==> config.mk <==
export PLATFORM = sky130hd
export DESIGN_NAME = cis_top
export DESIGN_NICKNAME = d
export VERILOG_FILES = /design/src/rtl/cis_pkg.sv /design/src/rtl/cis_top.sv
export VERILOG_INCLUDE_DIRS = /design/src /design/src/rtl
export SDC_FILE = /design/constraint.sdc
export NUM_CORES = 1
export LEC_CHECK = 0
export BUFFER_PORTS_ARGS = -buffer_cell sky130_fd_sc_hd__buf_2
export CAP_MARGIN = 15
export CORE_MARGIN = 2
export CORE_UTILIZATION = 53
export CTS_BUF_LIST = sky130_fd_sc_hd__clkbuf_4
export DETAILED_ROUTE_END_ITERATION = 6
export PLACE_DENSITY = 0.85
export SYNTH_ARGS = -nofsm -noshare
export SYNTH_HDL_FRONTEND = slang
export SYNTH_SLANG_ARGS = --single-unit
export TNS_END_PERCENT = 50
==> constraint.sdc <==
create_clock -name aclk -period 2.6 [get_ports aclk]
set_input_delay 0.13 -clock aclk [delete_from_list [all_inputs] [get_ports aclk]]
set_output_delay 0.13 -clock aclk [all_outputs]
set_load 0.005 [all_outputs]
==> src/rtl/cis_consts.svh <==
// register map, field positions and reset values of the interrupt selector
`ifndef CIS_CONSTS_SVH
`define CIS_CONSTS_SVH
`define CIS_ADDR_SEL_UPPER 32'h019c0000
`define CIS_ADDR_SEL_LOWER 32'h019c0004
`define CIS_ADDR_STATUS 32'h019c0008
`define CIS_ADDR_CLEAR 32'h019c000c
`define CIS_ADDR_ENABLE 32'h019c0010
`define CIS_RST_SEL_UPPER 32'h08202d43
`define CIS_RST_SEL_LOWER 32'h250718a4
`define CIS_SEL_WMASK 32'h7fff7fff
`define CIS_FLD_W 5
`define CIS_FLD0_LSB 0
`define CIS_FLD1_LSB 5
`define CIS_FLD2_LSB 10
`define CIS_FLD3_LSB 16
`define CIS_FLD4_LSB 21
`define CIS_FLD5_LSB 26
`define CIS_CODE_CELL_BUS 5'h17
`define CIS_CODE_VITERBI 5'h1e
`define CIS_CODE_TURBO 5'h1f
`define CIS_N_LINES 16
`define CIS_N_FIXED 4
`define CIS_RESP_OKAY 2'h0
`define CIS_RESP_SLVERR 2'h2
`endif

==> src/rtl/cis_pkg.sv <==
// types shared by the interrupt selector
package cis_pkg;
    // selector register layout, six 5-bit fields with two zero gaps
    typedef struct packed {
        logic gap31;
        logic [4:0] fld5;
        logic [4:0] fld4;
        logic [4:0] fld3;
        logic gap15;
        logic [4:0] fld2;
        logic [4:0] fld1;
        logic [4:0] fld0;
    } cis_sel_s;
    // peripheral event lines, all synchronous to aclk
    typedef struct packed {
        logic host_irq;
        logic timer_zero_irq;
        logic timer_one_irq;
        logic wide_sdram_refresh_irq;
        logic [3:0] gpio_or_pin_event;
        logic dma_channel_combined_irq;
        logic emulation_transfer_event;
        logic emulation_exchange_rx;
        logic emulation_exchange_tx;
        logic serial0_tx_irq;
        logic serial0_rx_irq;
        logic serial1_tx_irq;
        logic serial1_rx_irq;
        logic gpio_event_zero;
        logic serial2_tx_irq;
        logic serial2_rx_irq;
        logic timer_two_irq;
        logic narrow_sdram_refresh_irq;
        logic cell_bus_irq;
        logic viterbi_coproc_irq;
        logic turbo_coproc_irq;
    } cis_evt_s;
    typedef logic [4:0] cis_code_t;
endpackage : cis_pkg

==> src/rtl/cis_top.sv <==
// interrupt selector: event routing onto sixteen cpu lines, axi4-lite regs
`timescale 1ns/1ps
`include "cis_consts.svh"
// Functional notes
// - sixteen cpu interrupt lines, fixed priorities
// - line 0 reset, highest; 15 lowest
// - lines 0..3 fixed, selectors never touch
// - lines 4..15 follow own 5-bit field
// - upper register lines 10..15, lower 4..9
// - lower fields lines 4..7, gpio defaults
// - line 8 dma, line 9 emulation defaults
// - lines 10..12 sdram, exchange rx/tx defaults
// - lines 13..15 host, timer 0, timer 1
// - serial, gpio0, timer2, narrow sdram codes
// - codes 11110/11111 coprocessors when present
// - cell bus code 10111 when present
module cis_top #(
    parameter bit HAS_COPROC = 1'b1,
    parameter bit HAS_CELL_BUS = 1'b1
) (
    // clock and reset
    input wire logic aclk,
    input wire logic aresetn,
    // axi4-lite write address and data
    input wire logic [31:0] awaddr,
    input wire logic awvalid,
    output logic awready,
    input wire logic [31:0] wdata,
    input wire logic [3:0] wstrb,
    input wire logic wvalid,
    output logic wready,
    // axi4-lite write response
    output logic [1:0] bresp,
    output logic bvalid,
    input wire logic bready,
    // axi4-lite read
    input wire logic [31:0] araddr,
    input wire logic arvalid,
    output logic arready,
    output logic [31:0] rdata,
    output logic [1:0] rresp,
    output logic rvalid,
    input wire logic rready,
    // event sources
    input wire logic reset_evt,
    input wire logic nmi_evt,
    input wire cis_pkg::cis_evt_s periph_evt,
    // cpu side
    output logic [15:0] cpu_int,
    output logic irq
);
    import cis_pkg::*;

    // ************************************************************
    // event source table indexed by selector code
    // ************************************************************
    logic [31:0] src_w;
    assign src_w[0] = periph_evt.host_irq;
    assign src_w[1] = periph_evt.timer_zero_irq;
    assign src_w[2] = periph_evt.timer_one_irq;
    assign src_w[3] = periph_evt.wide_sdram_refresh_irq;
    assign src_w[7:4] = periph_evt.gpio_or_pin_event;
    assign src_w[8] = periph_evt.dma_channel_combined_irq;
    assign src_w[9] = periph_evt.emulation_transfer_event;
    assign src_w[10] = periph_evt.emulation_exchange_rx;
    assign src_w[11] = periph_evt.emulation_exchange_tx;
    // serial ports 0 and 1
    assign src_w[12] = periph_evt.serial0_tx_irq;
    assign src_w[13] = periph_evt.serial0_rx_irq;
    assign src_w[14] = periph_evt.serial1_tx_irq;
    assign src_w[15] = periph_evt.serial1_rx_irq;
    assign src_w[16] = periph_evt.gpio_event_zero;
    assign src_w[17] = periph_evt.serial2_tx_irq;
    assign src_w[18] = periph_evt.serial2_rx_irq;
    assign src_w[19] = periph_evt.timer_two_irq;
    assign src_w[20] = periph_evt.narrow_sdram_refresh_irq;
    // reserved codes select a quiet line
    assign src_w[22:21] = 2'h0;
    assign src_w[23] = HAS_CELL_BUS & periph_evt.cell_bus_irq;
    assign src_w[29:24] = 6'h00;
    assign src_w[30] = HAS_COPROC & periph_evt.viterbi_coproc_irq;
    assign src_w[31] = HAS_COPROC & periph_evt.turbo_coproc_irq;

    // ************************************************************
    // selector registers and per-line routing
    // ************************************************************
    cis_sel_s sel_up_q, sel_lo_q;
    cis_sel_s sel_up_d, sel_lo_d;
    logic [59:0] codes_w;
    logic [11:0] route_w;

    // lower fields feed lines 4..9, upper fields lines 10..15
    assign codes_w = {sel_up_q.fld5, sel_up_q.fld4, sel_up_q.fld3,
                      sel_up_q.fld2, sel_up_q.fld1, sel_up_q.fld0,
                      sel_lo_q.fld5, sel_lo_q.fld4, sel_lo_q.fld3,
                      sel_lo_q.fld2, sel_lo_q.fld1, sel_lo_q.fld0};

    // one multiplexer per maskable line
    genvar gi;
    generate
        for (gi = 0; gi < 12; gi++) begin : g_line
            wire cis_code_t code_w = codes_w[gi*5 +: 5];
            assign route_w[gi] = src_w[code_w];
        end
    endgenerate

    // ************************************************************
    // axi4-lite write channel
    // ************************************************************
    logic aw_have_q, w_have_q;
    logic [31:0] aw_addr_q, w_data_q;
    logic [3:0] w_strb_q;
    logic awready_q, wready_q, bvalid_q;
    logic [1:0] bresp_q;
    logic aw_fire_w, w_fire_w, wr_go_w;
    logic [31:0] wr_addr_w, wr_data_w;
    logic [3:0] wr_strb_w;
    logic [31:0] wr_mask_w;
    logic wr_up_w, wr_lo_w, wr_clr_w, wr_en_w, wr_hit_w;

    assign aw_fire_w = awvalid & awready_q;
    assign w_fire_w = wvalid & wready_q;
    // write happens once both halves are present
    assign wr_go_w = (aw_have_q | aw_fire_w) & (w_have_q | w_fire_w)
                     & ~bvalid_q;
    assign wr_addr_w = aw_have_q ? aw_addr_q : awaddr;
    assign wr_data_w = w_have_q ? w_data_q : wdata;
    assign wr_strb_w = w_have_q ? w_strb_q : wstrb;
    assign wr_mask_w = {{8{wr_strb_w[3]}}, {8{wr_strb_w[2]}},
                        {8{wr_strb_w[1]}}, {8{wr_strb_w[0]}}};
    // address decode
    assign wr_up_w = wr_go_w & (wr_addr_w == `CIS_ADDR_SEL_UPPER);
    assign wr_lo_w = wr_go_w & (wr_addr_w == `CIS_ADDR_SEL_LOWER);
    assign wr_clr_w = wr_go_w & (wr_addr_w == `CIS_ADDR_CLEAR);
    assign wr_en_w = wr_go_w & (wr_addr_w == `CIS_ADDR_ENABLE);
    assign wr_hit_w = wr_up_w | wr_lo_w | wr_clr_w | wr_en_w
                      | (wr_addr_w == `CIS_ADDR_STATUS);

    // byte-merged selector values, gap bits forced to zero
    assign sel_up_d = wr_up_w
        ? ((sel_up_q & ~wr_mask_w) | (wr_data_w & wr_mask_w))
          & `CIS_SEL_WMASK
        : sel_up_q;
    assign sel_lo_d = wr_lo_w
        ? ((sel_lo_q & ~wr_mask_w) | (wr_data_w & wr_mask_w))
          & `CIS_SEL_WMASK
        : sel_lo_q;

    // address and data holding
    always_ff @(posedge aclk) begin
        if (!aresetn) begin
            aw_have_q <= 1'b0;
            w_have_q <= 1'b0;
        end else begin
            aw_have_q <= (aw_have_q | aw_fire_w) & ~wr_go_w;
            w_have_q <= (w_have_q | w_fire_w) & ~wr_go_w;
        end
    end

    always_ff @(posedge aclk) begin
        if (!aresetn) begin
            aw_addr_q <= 32'h00000000;
            w_data_q <= 32'h00000000;
            w_strb_q <= 4'h0;
        end else begin
            if (aw_fire_w) aw_addr_q <= awaddr;
            if (w_fire_w) w_data_q <= wdata;
            if (w_fire_w) w_strb_q <= wstrb;
        end
    end

    // ready and response flags
    always_ff @(posedge aclk) begin
        if (!aresetn) begin
            awready_q <= 1'b0;
            wready_q <= 1'b0;
            bvalid_q <= 1'b0;
            bresp_q <= `CIS_RESP_OKAY;
        end else begin
            awready_q <= ~(aw_have_q | aw_fire_w) | wr_go_w;
            wready_q <= ~(w_have_q | w_fire_w) | wr_go_w;
            bvalid_q <= wr_go_w | (bvalid_q & ~bready);
            if (wr_go_w)
                bresp_q <= wr_hit_w ? `CIS_RESP_OKAY : `CIS_RESP_SLVERR;
        end
    end

    // selector registers, defaults after reset
    always_ff @(posedge aclk) begin
        if (!aresetn) begin
            sel_up_q <= `CIS_RST_SEL_UPPER;
            sel_lo_q <= `CIS_RST_SEL_LOWER;
        end else begin
            sel_up_q <= sel_up_d;
            sel_lo_q <= sel_lo_d;
        end
    end

    // ************************************************************
    // cpu lines, event status and interrupt
    // ************************************************************
    logic [15:0] cpu_int_q;
    logic [15:0] cpu_int_d;
    logic [11:0] status_q;
    logic [11:0] status_d;
    logic [11:0] enable_q;
    logic irq_q;

    // fixed lines 0..3, selected lines 4..15
    assign cpu_int_d = {route_w, 2'h0, nmi_evt, reset_evt};
    // set wins over a clear in the same cycle
    assign status_d = (status_q & ~(wr_clr_w ? wr_data_w[11:0] : 12'h000))
                      | (cpu_int_d[15:4] & ~cpu_int_q[15:4]);

    always_ff @(posedge aclk) begin
        if (!aresetn) begin
            cpu_int_q <= 16'h0000;
            status_q <= 12'h000;
            enable_q <= 12'h000;
            irq_q <= 1'b0;
        end else begin
            cpu_int_q <= cpu_int_d;
            status_q <= status_d;
            if (wr_en_w) enable_q <= wr_data_w[11:0];
            irq_q <= |(status_d & (wr_en_w ? wr_data_w[11:0] : enable_q));
        end
    end

    // ************************************************************
    // axi4-lite read channel
    // ************************************************************
    logic arready_q;
    logic rvalid_q;
    logic [31:0] rdata_q;
    logic [1:0] rresp_q;
    logic ar_fire_w;
    logic rd_hit_w;
    logic [31:0] rd_data_w;

    assign ar_fire_w = arvalid & arready_q;
    // read data select, clear register reads as zero
    assign rd_data_w =
        (araddr == `CIS_ADDR_SEL_UPPER) ? sel_up_q :
        (araddr == `CIS_ADDR_SEL_LOWER) ? sel_lo_q :
        (araddr == `CIS_ADDR_STATUS) ? {20'h00000, status_q} :
        (araddr == `CIS_ADDR_ENABLE) ? {20'h00000, enable_q} :
        32'h00000000;
    assign rd_hit_w = (araddr == `CIS_ADDR_SEL_UPPER)
                    | (araddr == `CIS_ADDR_SEL_LOWER)
                    | (araddr == `CIS_ADDR_STATUS)
                    | (araddr == `CIS_ADDR_CLEAR)
                    | (araddr == `CIS_ADDR_ENABLE);

    always_ff @(posedge aclk) begin
        if (!aresetn) begin
            arready_q <= 1'b0;
            rvalid_q <= 1'b0;
            rdata_q <= 32'h00000000;
            rresp_q <= `CIS_RESP_OKAY;
        end else begin
            arready_q <= ~ar_fire_w & ~(rvalid_q & ~rready);
            rvalid_q <= ar_fire_w | (rvalid_q & ~rready);
            if (ar_fire_w) rdata_q <= rd_data_w;
            if (ar_fire_w)
                rresp_q <= rd_hit_w ? `CIS_RESP_OKAY : `CIS_RESP_SLVERR;
        end
    end

    // outputs straight from flops
    assign awready = awready_q;
    assign wready = wready_q;
    assign bvalid = bvalid_q;
    assign bresp = bresp_q;
    assign arready = arready_q;
    assign rvalid = rvalid_q;
    assign rdata = rdata_q;
    assign rresp = rresp_q;
    assign cpu_int = cpu_int_q;
    assign irq = irq_q;
endmodule : cis_top

==> impl_metrics.json, run 1 <==
{
  "outcome": "finished clean",
  "dpl_cell_area_um2": 12400,
  "mostFrequentLayoutCells": "194 x dfxtp_1, 182 x buf_2, 180 x nand2_1, 118 x nor2_1, 111 x mux2i_1",
  "drtAntennaViolNets": 0,
  "grt_pass1_wl_mm": 59.7,
  "clock_latency_ns": 0.70,
  "cp_cell_sequence": "nor4_1, nand4b_1, a22oi_2, buf_4, nand4_1, a22oi_2, nor2_2, a2111oi_4, a41oi_2",
  "netlist_area_um2": 11100,
  "async_reset_ff_frac": 0,
  "seq_area_frac_synth": 0.367,
  "cp-start-kind": "register",
  "ys.flop_type": "dfxtp_1",
  "chipHeight_um": 149,
  "fp.coreArea_um2": 20400,
  "grt_usage": 0.339,
  "synth_fa_ha_area_frac": 0,
  "dp_hpwl_mm": 24.6,
  "synth_cell_types": 65,
  "cp-end-kind": "register",
  "clock_power_share": 0.410,
  "period_needed_ns": 2.55,
  "combPwrFrac": 0.144,
  "synthXorXnorAreaFrac": 0,
  "io_pins": 191,
  "hp-class": "in2reg",
  "area_growth_pct": 28.2,
  "clk_pin_slew_ns": 0.08,
  "antenna_cells": 0,
  "max_slew_margin": 0.294,
  "synth-seq-cells": 204,
  "final_layout_size_suffix_gt1_frac": 0.302,
  "p_per_area_nw_per_um2": 521,
  "antenna_found_initial": 0,
  "cts_root_buf": "clkbuf_4",
  "first_iter_violations": 1259,
  "setup_viol": 0,
  "finalCritPeriodShare": 0.980,
  "synthSimpleGateAreaFrac": 0.196,
  "slew_viol_final": 0,
  "final_core_util": 0.698,
  "grt_overflow_total": 0,
  "dieWidth_um": 149,
  "grt_pass1_vias": 11428,
  "power.switching_mw": 2.06,
  "slowest_stage": "a2111oi_4",
  "synthMuxAreaShare": 0.247,
  "netlist_instances": 1252,
  "gp_congestion": 0.987,
  "cp.arrival_ns": 3.10,
  "drc_errors": 0,
  "final_common_cell": "dfxtp_1",
  "h-tree-depth": 2,
  "wirelength_mm": 38.3,
  "tightest_slew_ns": 1.06,
  "row_count": 52,
  "die-area_um2": 22200,
  "numCtsBuffers": 55,
  "crit_type": "reg2reg",
  "clock_skew_ns": 0.0510,
  "grt_start_max_net_pins": 62,
  "cp.required_ns": 3.15,
  "wl_per_cell_um": 20.8,
  "port_buffers": 182,
  "postLayoutCellArea_um2": 14300,
  "start_util": 0.544,
  "max-vdd-ir-drop_uv": 434,
  "seqPwrFrac": 0.447,
  "syn_area_per_cell_um2": 8.88,
  "p_int_mw": 5.37,
  "rsz0062_at_grt": "yes",
  "drtPass1Iterations": 6,
  "cp_common_cell": "a22oi_2",
  "route.vias.total": 11381,
  "max_stage_delay_ns": 0.35,
  "p_sw_frac": 0.277,
  "leakage_nw": 5.94,
  "cts_sinks": 204,
  "yosys_warnings": 0,
  "drv_cap": 0,
  "fin_nets": 1659,
  "synth-compound-area-share": 0.133,
  "synth_edf_count": 0,
  "cts_tree": "done",
  "viasPerCell": 6.19,
  "tns_ns": 0,
  "cts.path.max_buffers": 3,
  "hold_violations": 0,
  "cp_max_fo": 4,
  "timing.fmax_ghz": 0.393,
  "synth_top_family_by_area": "multiplexers"
}
==> critical path, delay by kind of cell, from the launching register on <==
family	cells	cell delay, ns
simple gates	4	0.83
flops	1	0.32
compound gates	4	1.07
buf+inv	1	0.18
==> what timing repair did <==
action	in CTS	in global routing
buffers inserted	1	2
hold buffers	91	0
endpoints found under the hold margin	158	0
setup endpoints to repair	3	13
gates resized for setup	4	37
pin swaps	1	11
==> worst paths after layout <==
kind / from / end / slack [ns] / cells after the start
worst max register to register: aw_addr_q[11] / irq / 0.05 / 9
worst min register to register: w_data_q[21] / w_data_q[21] / 0.45 / 2
worst min-delay path: araddr[22] / rresp[1] / 0.09 / 7
worst max-delay path: aw_addr_q[11] / irq / 0.05 / 9
==> cells in the mapped netlist, types with 13 or more instances <==
library cell / count / area share
nand4_1: 17 / 0.0096
nor2_1: 120 / 0.041
clkbuf_1: 103 / 0.035
and2_1: 21 / 0.012
nand2_1: 181 / 0.061
mux2_2: 44 / 0.045
o21ai_0: 33 / 0.015
o211ai_1: 13 / 0.0088
a22oi_1: 15 / 0.010
a221oi_1: 34 / 0.027
dfxtp_1: 204 / 0.37
a21oi_1: 92 / 0.041
nand3_1: 13 / 0.0059
inv_1: 23 / 0.0078
nor3_1: 32 / 0.014
mux4_2: 48 / 0.097
mux2i_1: 115 / 0.10
==> metal layers <==
layer	up-vias	track usage	part of all wire
li1	5082	-	-
met1	5328	0.399	0.36
met2	772	0.565	0.47
met3	199	0.0890	0.11
met4	0	0.188	0.058
met5	-	0	0
==> final cells by class <==
type / instances / area, um2
Multi-Input combinational cell: 900 / 6580
Fill cell: 1518 / 6170
Sequential cell: 204 / 4100
Timing Repair Buffer: 342 / 2410
Clock buffer: 82 / 616
Tap cell: 270 / 338
Clock inverter: 17 / 124
Inverter: 23 / 88.8
==> power by group through the flow <==
stage               Clock, mW  Sequential, mW  Combinational [mW]
finish                   3.04            3.32                1.07
global placement            0            3.38               0.881
detailed placement          0            3.38               0.901
global route             3.23            3.33                1.14
floorplan                   0            3.37               0.536
CTS                      3.05            3.31                1.01
==> stage by stage <==
stage / total power, mW / cells / worst slack [ns] / hold slack, ns
2_1_floorplan: 3.91 / 1257 / 0.184 / 0.257
3_3_place_gp: 4.26 / 1646 / -0.103 / 0.338
3_5_place_dp: 4.28 / 1646 / -0.218 / 0.352
4_1_cts: 7.38 / 1837 / 0.000965 / 0.0662
5_1_grt: 7.70 / 1838 / -0.0239 / 0.182
6_report: 7.43 / 1838 / 0.0525 / 0.0872
==> cell families (layout without fill, tap and decap cells) <==
group,count (synthesis),in the layout
buffers and inverters,153,464
DFF,204,204
and+or+nand+nor,457,457
muxes,209,209
AOI/OAI and AO/OA,228,228
other,1,6
No activity file was read; power rests on OpenSTA's default activity.
==> run 2: changes to the inputs <==
CORE_UTILIZATION = 51   (was 53)
CTS_BUF_LIST = sky130_fd_sc_hd__clkbuf_16   (was sky130_fd_sc_hd__clkbuf_4)
PLACE_DENSITY = 0.82   (was 0.85)
==> run 2 against run 1 <==
  * First-iteration DRC count fell by 16%
  * Clock skew is 0.028 ns lower
  * Register-to-register slack improved by 0.05 ns
  * Global-route usage decreased by 3.2 points
==> impl_metrics.json, run 2 (synthesized netlist as in run 1, its figures left out) <==
{
  "outcome": "finished clean",
  "tightest_slew_ns": 1.00,
  "grt_overflow_total": 0,
  "viasPerCell": 6.12,
  "max_stage_delay_ns": 0.52,
  "drv_cap": 0,
  "final_common_cell": "dfxtp_1",
  "tns_ns": 0,
  "dp_slack_ns": -0.0738,
  "start_util": 0.514,
  "drtPass1Iterations": 5,
  "chipHeight_um": 152,
  "cp.arrival_ns": 2.89,
  "hold_start": "aresetn",
  "antenna_cells": 0,
  "numCtsBuffers": 22,
  "setup_viol": 0,
  "cp_common_cell": "mux2i_1",
  "reg2reg_depth": 8,
  "cp.required_ns": 2.99,
  "top_usage_layer": "met2",
  "crit_type": "reg2reg",
  "wl_per_cell_um": 20.5,
  "timing.fmax_ghz": 0.400,
  "postCtsSetupBuffers": 0,
  "wirelength_mm": 36.2,
  "cp_cell_sequence": "mux4_2, mux2i_1, mux2i_1, o22ai_1, or2_2, a21oi_1, a2111oi_4, a41oi_1",
  "grt_util_met2": 0.504,
  "fp.coreArea_um2": 21600,
  "period_needed_ns": 2.50,
  "drc_errors": 0,
  "drtAntennaViolNets": 0,
  "grt_start_max_net_pins": 71,
  "grt_pass1_vias": 10479,
  "finalCritPeriodShare": 0.962,
  "grt_pass1_wl_mm": 55.2,
  "fin_ws_ns": 0.0989,
  "max_slew_margin": 0.328,
  "clk_pin_slew_ns": 0.06,
  "max-vdd-ir-drop_uv": 489,
  "cp-end-kind": "register",
  "fin_nets": 1607,
  "first_iter_violations": 1054,
  "cts_root_buf": "clkbuf_16",
  "route.vias.total": 10839,
  "p_per_area_nw_per_um2": 531,
  "globalRouteMet3Util": 0.0650,
  "hp-class": "in2reg",
  "grt_usage": 0.307,
  "holdPathStages": 3,
  "antenna_found_initial": 0,
  "met1_usage": 0.391,
  "cp-start-kind": "register",
  "slowest_stage": "mux4_2",
  "cts.path.max_buffers": 3,
  "final_layout_size_suffix_gt1_frac": 0.269,
  "port_buffers": 182,
  "mostFrequentLayoutCells": "198 x dfxtp_1, 182 x buf_2, 180 x nand2_1, 119 x nor2_1, 115 x mux2i_1",
  "fillers": 1684,
  "gp_congestion": 0.952,
  "cts_sinks": 204,
  "io_pins": 191,
  "dieWidth_um": 152,
  "slew_viol_final": 0,
  "hold_violations": 0,
  "cp_max_fo": 3,
  "h-tree-depth": 1,
  "clock_latency_ns": 0.53,
  "leakage_nw": 5.74,
  "row_count": 54,
  "dp_hpwl_mm": 24.4,
  "rsz0062_at_grt": "yes",
  "die-area_um2": 23000,
  "cts_tree": "done",
  "total_power_mw": 7.44,
  "clock_skew_ns": 0.0235,
  "area_growth_pct": 26.1
}
[run 2: worst paths after layout]
path | endpoint | slack (ns)
worst min register to register | w_data_q[22] | 0.45
worst max register to register | irq | 0.1
worst max-delay path | irq | 0.1
worst min-delay path | enable_q[8] | 0.03
[run 2: power by group]
part	leakage (nW)	internal, mW	total, mW	switching [mW]
clock network	0.353	1.76	3.09	1.33
registers	1.66	3.25	3.32	0.0729
logic	3.73	0.465	1.03	0.565
[run 2: per-layer routing]
layer | vias to the layer above | share of wire | routed length [um]
li1 | 4938 | - | -
met1 | 5056 | 0.38 | 13700
met2 | 711 | 0.47 | 17000
met3 | 134 | 0.11 | 3830
met4 | 0 | 0.048 | 1730
met5 | - | 0 | 0
[run 2: stage by stage]
stage               instance area [um2]  utilization  hold slack [ns]  instances
detailed placement                12500        0.578            0.344       1659
floorplan                         11100            -            0.257       1257
CTS                               13900        0.645           0.0217       1770
finish                            14000        0.648           0.0333       1770
global route                      14000        0.648           0.0384       1770
global placement                  12500        0.578            0.336       1659
[run 2: repair_timing]
item,CTS,global route
resized for setup,3,14
hold endpoints to repair,72,0
cloned,0,0
hold buffers,71,0
endpoints found under the setup margin,1,9
pin swaps,0,4
[run 2: area by class of cell]
cell class,instances,area (um2),area share
Sequential cell,204,4090,0.292
Clock buffer,22,551,0.0393
Inverter,23,88.8,0.00634
Multi-Input combinational cell,900,6500,0.464
Clock inverter,18,170,0.0121
Tap cell,280,350,0.0250
Timing Repair Buffer,323,2260,0.161
[run 2: worst max-delay path: cells and delay by family, from the launching register on]
kind             cells  cell delay (ns)
multiplexers         3             0.81
AO/OA/AOI/OAI        4             0.94
flip-flops           1             0.43
AND/OR/NAND/NOR      1             0.20
==> run 3: changes to the inputs <==
ABC_AREA = 1   (was default)
CAP_MARGIN = 20   (was 15)
CORE_MARGIN = default   (was 2)
CORE_UTILIZATION = 52   (was 51)
PLACE_DENSITY = 0.83   (was 0.82)
==> run 3 against run 2 <==
  * Design area rose by 2.3%
  * Global-route usage rose by 3.6 points
  * Critical path type unchanged
  * Sequential cell count did not move
  * The run now ends with DRC left
  * Clock power rose by 10%
  * Highest routed layer is now met5
  * Final cell count rose by 35%
  * Power rose by 5.1%
==> impl_metrics.json, run 3 <==
{
  "outcome": "finished with violations",
  "violations": "DRC",
  "setup_viol": 0,
  "critPathTopFamily": "simple AND/OR/NAND/NOR gates",
  "synth_commonest_cells": "439 x nand2_1, 212 x nand3_1, 204 x dfxtp_1",
  "synth_cell_types": 42,
  "die-area_um2": 23400,
  "r2r_slack_ns": 0.18,
  "start_util": 0.536,
  "slowest_stage": "dfxtp_2",
  "cp_cell_sequence": "inv_6, nor2_1, nand3_1, nand2_1, nand2_2, nor4_1, nand3_1, inv_2, nand2_1, o21ai_0, a21oi_1",
  "timing.rr.start": "aw_have_q",
  "wl_per_cell_um": 17.0,
  "grt_usage": 0.342,
  "fillers": 1946,
  "hold_violations": 0,
  "synthDominantCellAreaShare": 0.345,
  "seq_area_frac_synth": 0.345,
  "synth-seq-cells": 204,
  "cp_num_cells": 11,
  "fin_nets": 2216,
  "leakage_nw": 6.68,
  "max-vdd-ir-drop_uv": 449,
  "hp-class": "in2reg",
  "drtAntennaViolNets": 0,
  "top_layer": "met5",
  "syn_area_per_cell_um2": 6.27,
  "route.vias.total": 13735,
  "crit_start": "aw_have_q",
  "final_layout_size_suffix_gt1_frac": 0.139,
  "met2_length_mm": 17.7,
  "ys.flop_type": "dfxtp_1",
  "crit_buf_inv": 2,
  "cp.required_ns": 3.01,
  "async_reset_ff_frac": 0,
  "clock_latency_ns": 0.53,
  "netlist_instances": 1890,
  "rsz0062_at_grt": "no",
  "grt_start_max_net_pins": 66,
  "area_growth_pct": 21.0,
  "max_stage_delay_ns": 0.46,
  "cts_tree": "done",
  "viasPerCell": 5.77,
  "fp.coreArea_um2": 22100,
  "cts_sinks": 204,
  "gp_congestion": 0.946,
  "finalCritPeriodShare": 0.931,
  "tightest_slew_ns": 1.08,
  "clock_skew_ns": 0.0113,
  "drc_errors": 6,
  "final_common_cell": "nand2_1",
  "wirelength_mm": 40.6,
  "tns_ns": 0,
  "cts.path.max_buffers": 3,
  "routed-wl-met3_mm": 4.74,
  "netlist_area_um2": 11800,
  "cp.arrival_ns": 2.83,
  "clk_pin_slew_ns": 0.07,
  "chipHeight_um": 153,
  "antenna_found_initial": 2,
  "io_pins": 191,
  "timing.fmax_ghz": 0.413,
  "cp_max_fo": 13,
  "mostFrequentLayoutCells": "439 x nand2_1, 212 x nand3_1, 202 x dfxtp_1, 194 x nor2_1",
  "wl_met1_mm": 16.7,
  "grt_pass1_vias": 12586,
  "slew_viol_final": 0,
  "cts_root_buf": "clkbuf_16",
  "max_slew_margin": 0.275,
  "first_iter_violations": 1412,
  "final_core_util": 0.649,
  "cp-start-kind": "register",
  "synth_area_leaders": "dfxtp_1 34%, nand2_1 14%, nand3_1 9.0%",
  "p_per_area_nw_per_um2": 546,
  "dieWidth_um": 153,
  "yosys_warnings": 0,
  "numCtsBuffers": 23,
  "drtPass1Iterations": 7,
  "crit_type": "reg2reg",
  "postCtsSetupBuffers": 0,
  "period_needed_ns": 2.42,
  "fin_cells": 2381,
  "grt_pass1_wl_mm": 64.8,
  "port_buffers": 182,
  "synth_edf_count": 0,
  "reg2reg_depth": 11,
  "dp_hpwl_mm": 27.5,
  "drv_cap": 0,
  "cp-end-kind": "register",
  "grt_overflow_total": 0,
  "h-tree-depth": 1,
  "dp_cells": 2266,
  "yosysMostFrequentCell": "nand2_1",
  "row_count": 54,
  "synth_top_cell_by_area": "dfxtp_1"
}
-- run 3: changes by cell type after synthesis, sizes merged, moves of 38 or more --
cell / change
a21oi: +47
inv: +167
mux2: -46
mux2i: -102
mux4: -48
nand2: +268
nand3: +201
nor2: +82
o211ai: +38
o21ai: +163
-- run 3: stage by stage --
stage / worst slack [ns] / power (mW) / cell area [um2] / hold WS (ns)
2_1_floorplan: 0.714 / 3.99 / 11900 / 0.228
3_3_place_gp: 0.291 / 4.33 / 12800 / 0.312
4_1_cts: 0.201 / 7.80 / 14300 / 0.0308
5_1_grt: 0.0488 / 8.08 / 14300 / 0.0933
6_report: 0.179 / 7.82 / 14300 / 0.0741
3_5_place_dp: 0.228 / 4.36 / 12800 / 0.315
-- run 3: worst min-delay path by stage --
stage / startpoint / cells past startpoint / slack [ns] / end
3_5_place_dp: nmi_evt / 3 / 0.31 / cpu_int[1]
5_1_grt: wvalid / 4 / 0.09 / wready
6_report: wvalid / 4 / 0.07 / wready
3_3_place_gp: reset_evt / 3 / 0.31 / cpu_int[0]
2_1_floorplan: reset_evt / 2 / 0.23 / cpu_int[0]
4_1_cts: wvalid / 4 / 0.03 / wready
-- run 3: repair_timing --
| action | in CTS | in global routing |
|---|---|---|
| resized for setup | 0 | 2 |
| hold buffers | 72 | 0 |
| setup endpoints to repair | 0 | 8 |
| endpoints found under the hold margin | 81 | 0 |
-- run 3: cell families (layout without fill, tap and decap cells) --
logic type / count (synthesis) / after routing / share of synthesized area
AOI/OAI and AO/OA: 413 / 413 / 0.191
and+or+nand+nor: 936 / 936 / 0.343
DFF: 204 / 204 / 0.345
muxes: 13 / 13 / 0.0110
other: 1 / 7 / 0.000317
buffers and inverters: 323 / 528 / 0.110
-- run 3: metal layers --
layer	up-vias	track usage
li1	6610	-
met1	6188	0.458
met2	825	0.535
met3	110	0.0723
met4	2	0.142
met5	-	0
-- run 3: final cells by class --
| cell class | count | area [um2] | area share |
|---|---|---|---|
| multi-input combinational | 1368 | 6480 | 0.452 |
| inverter | 203 | 767 | 0.0535 |
| tap | 280 | 350 | 0.0244 |
| antenna | 1 | 2.50 | 0.000174 |
| clock inverter | 19 | 214 | 0.0149 |
| clock buffer | 23 | 576 | 0.0401 |
| sequential | 204 | 4090 | 0.285 |
| timing repair buffer | 283 | 1860 | 0.130 |
-- run 3: power by group --
group          leakage (nW)  internal [mW]  switching [mW]  total [mW]
logic                  4.60          0.401           0.679        1.08
clock network         0.404           2.03            1.37        3.40
registers              1.67           3.27          0.0772        3.34
-- run 3: worst register-to-register path, stage by stage, from the launching register on --
cell and delay [ns]:
dfxtp_2 0.46, inv_6 0.08, nor2_1 0.12, nand3_1 0.10, nand2_1 0.10, nand2_2 0.14
nor4_1 0.26, nand3_1 0.26, inv_2 0.18, nand2_1 0.28, o21ai_0 0.28, a21oi_1 0.06
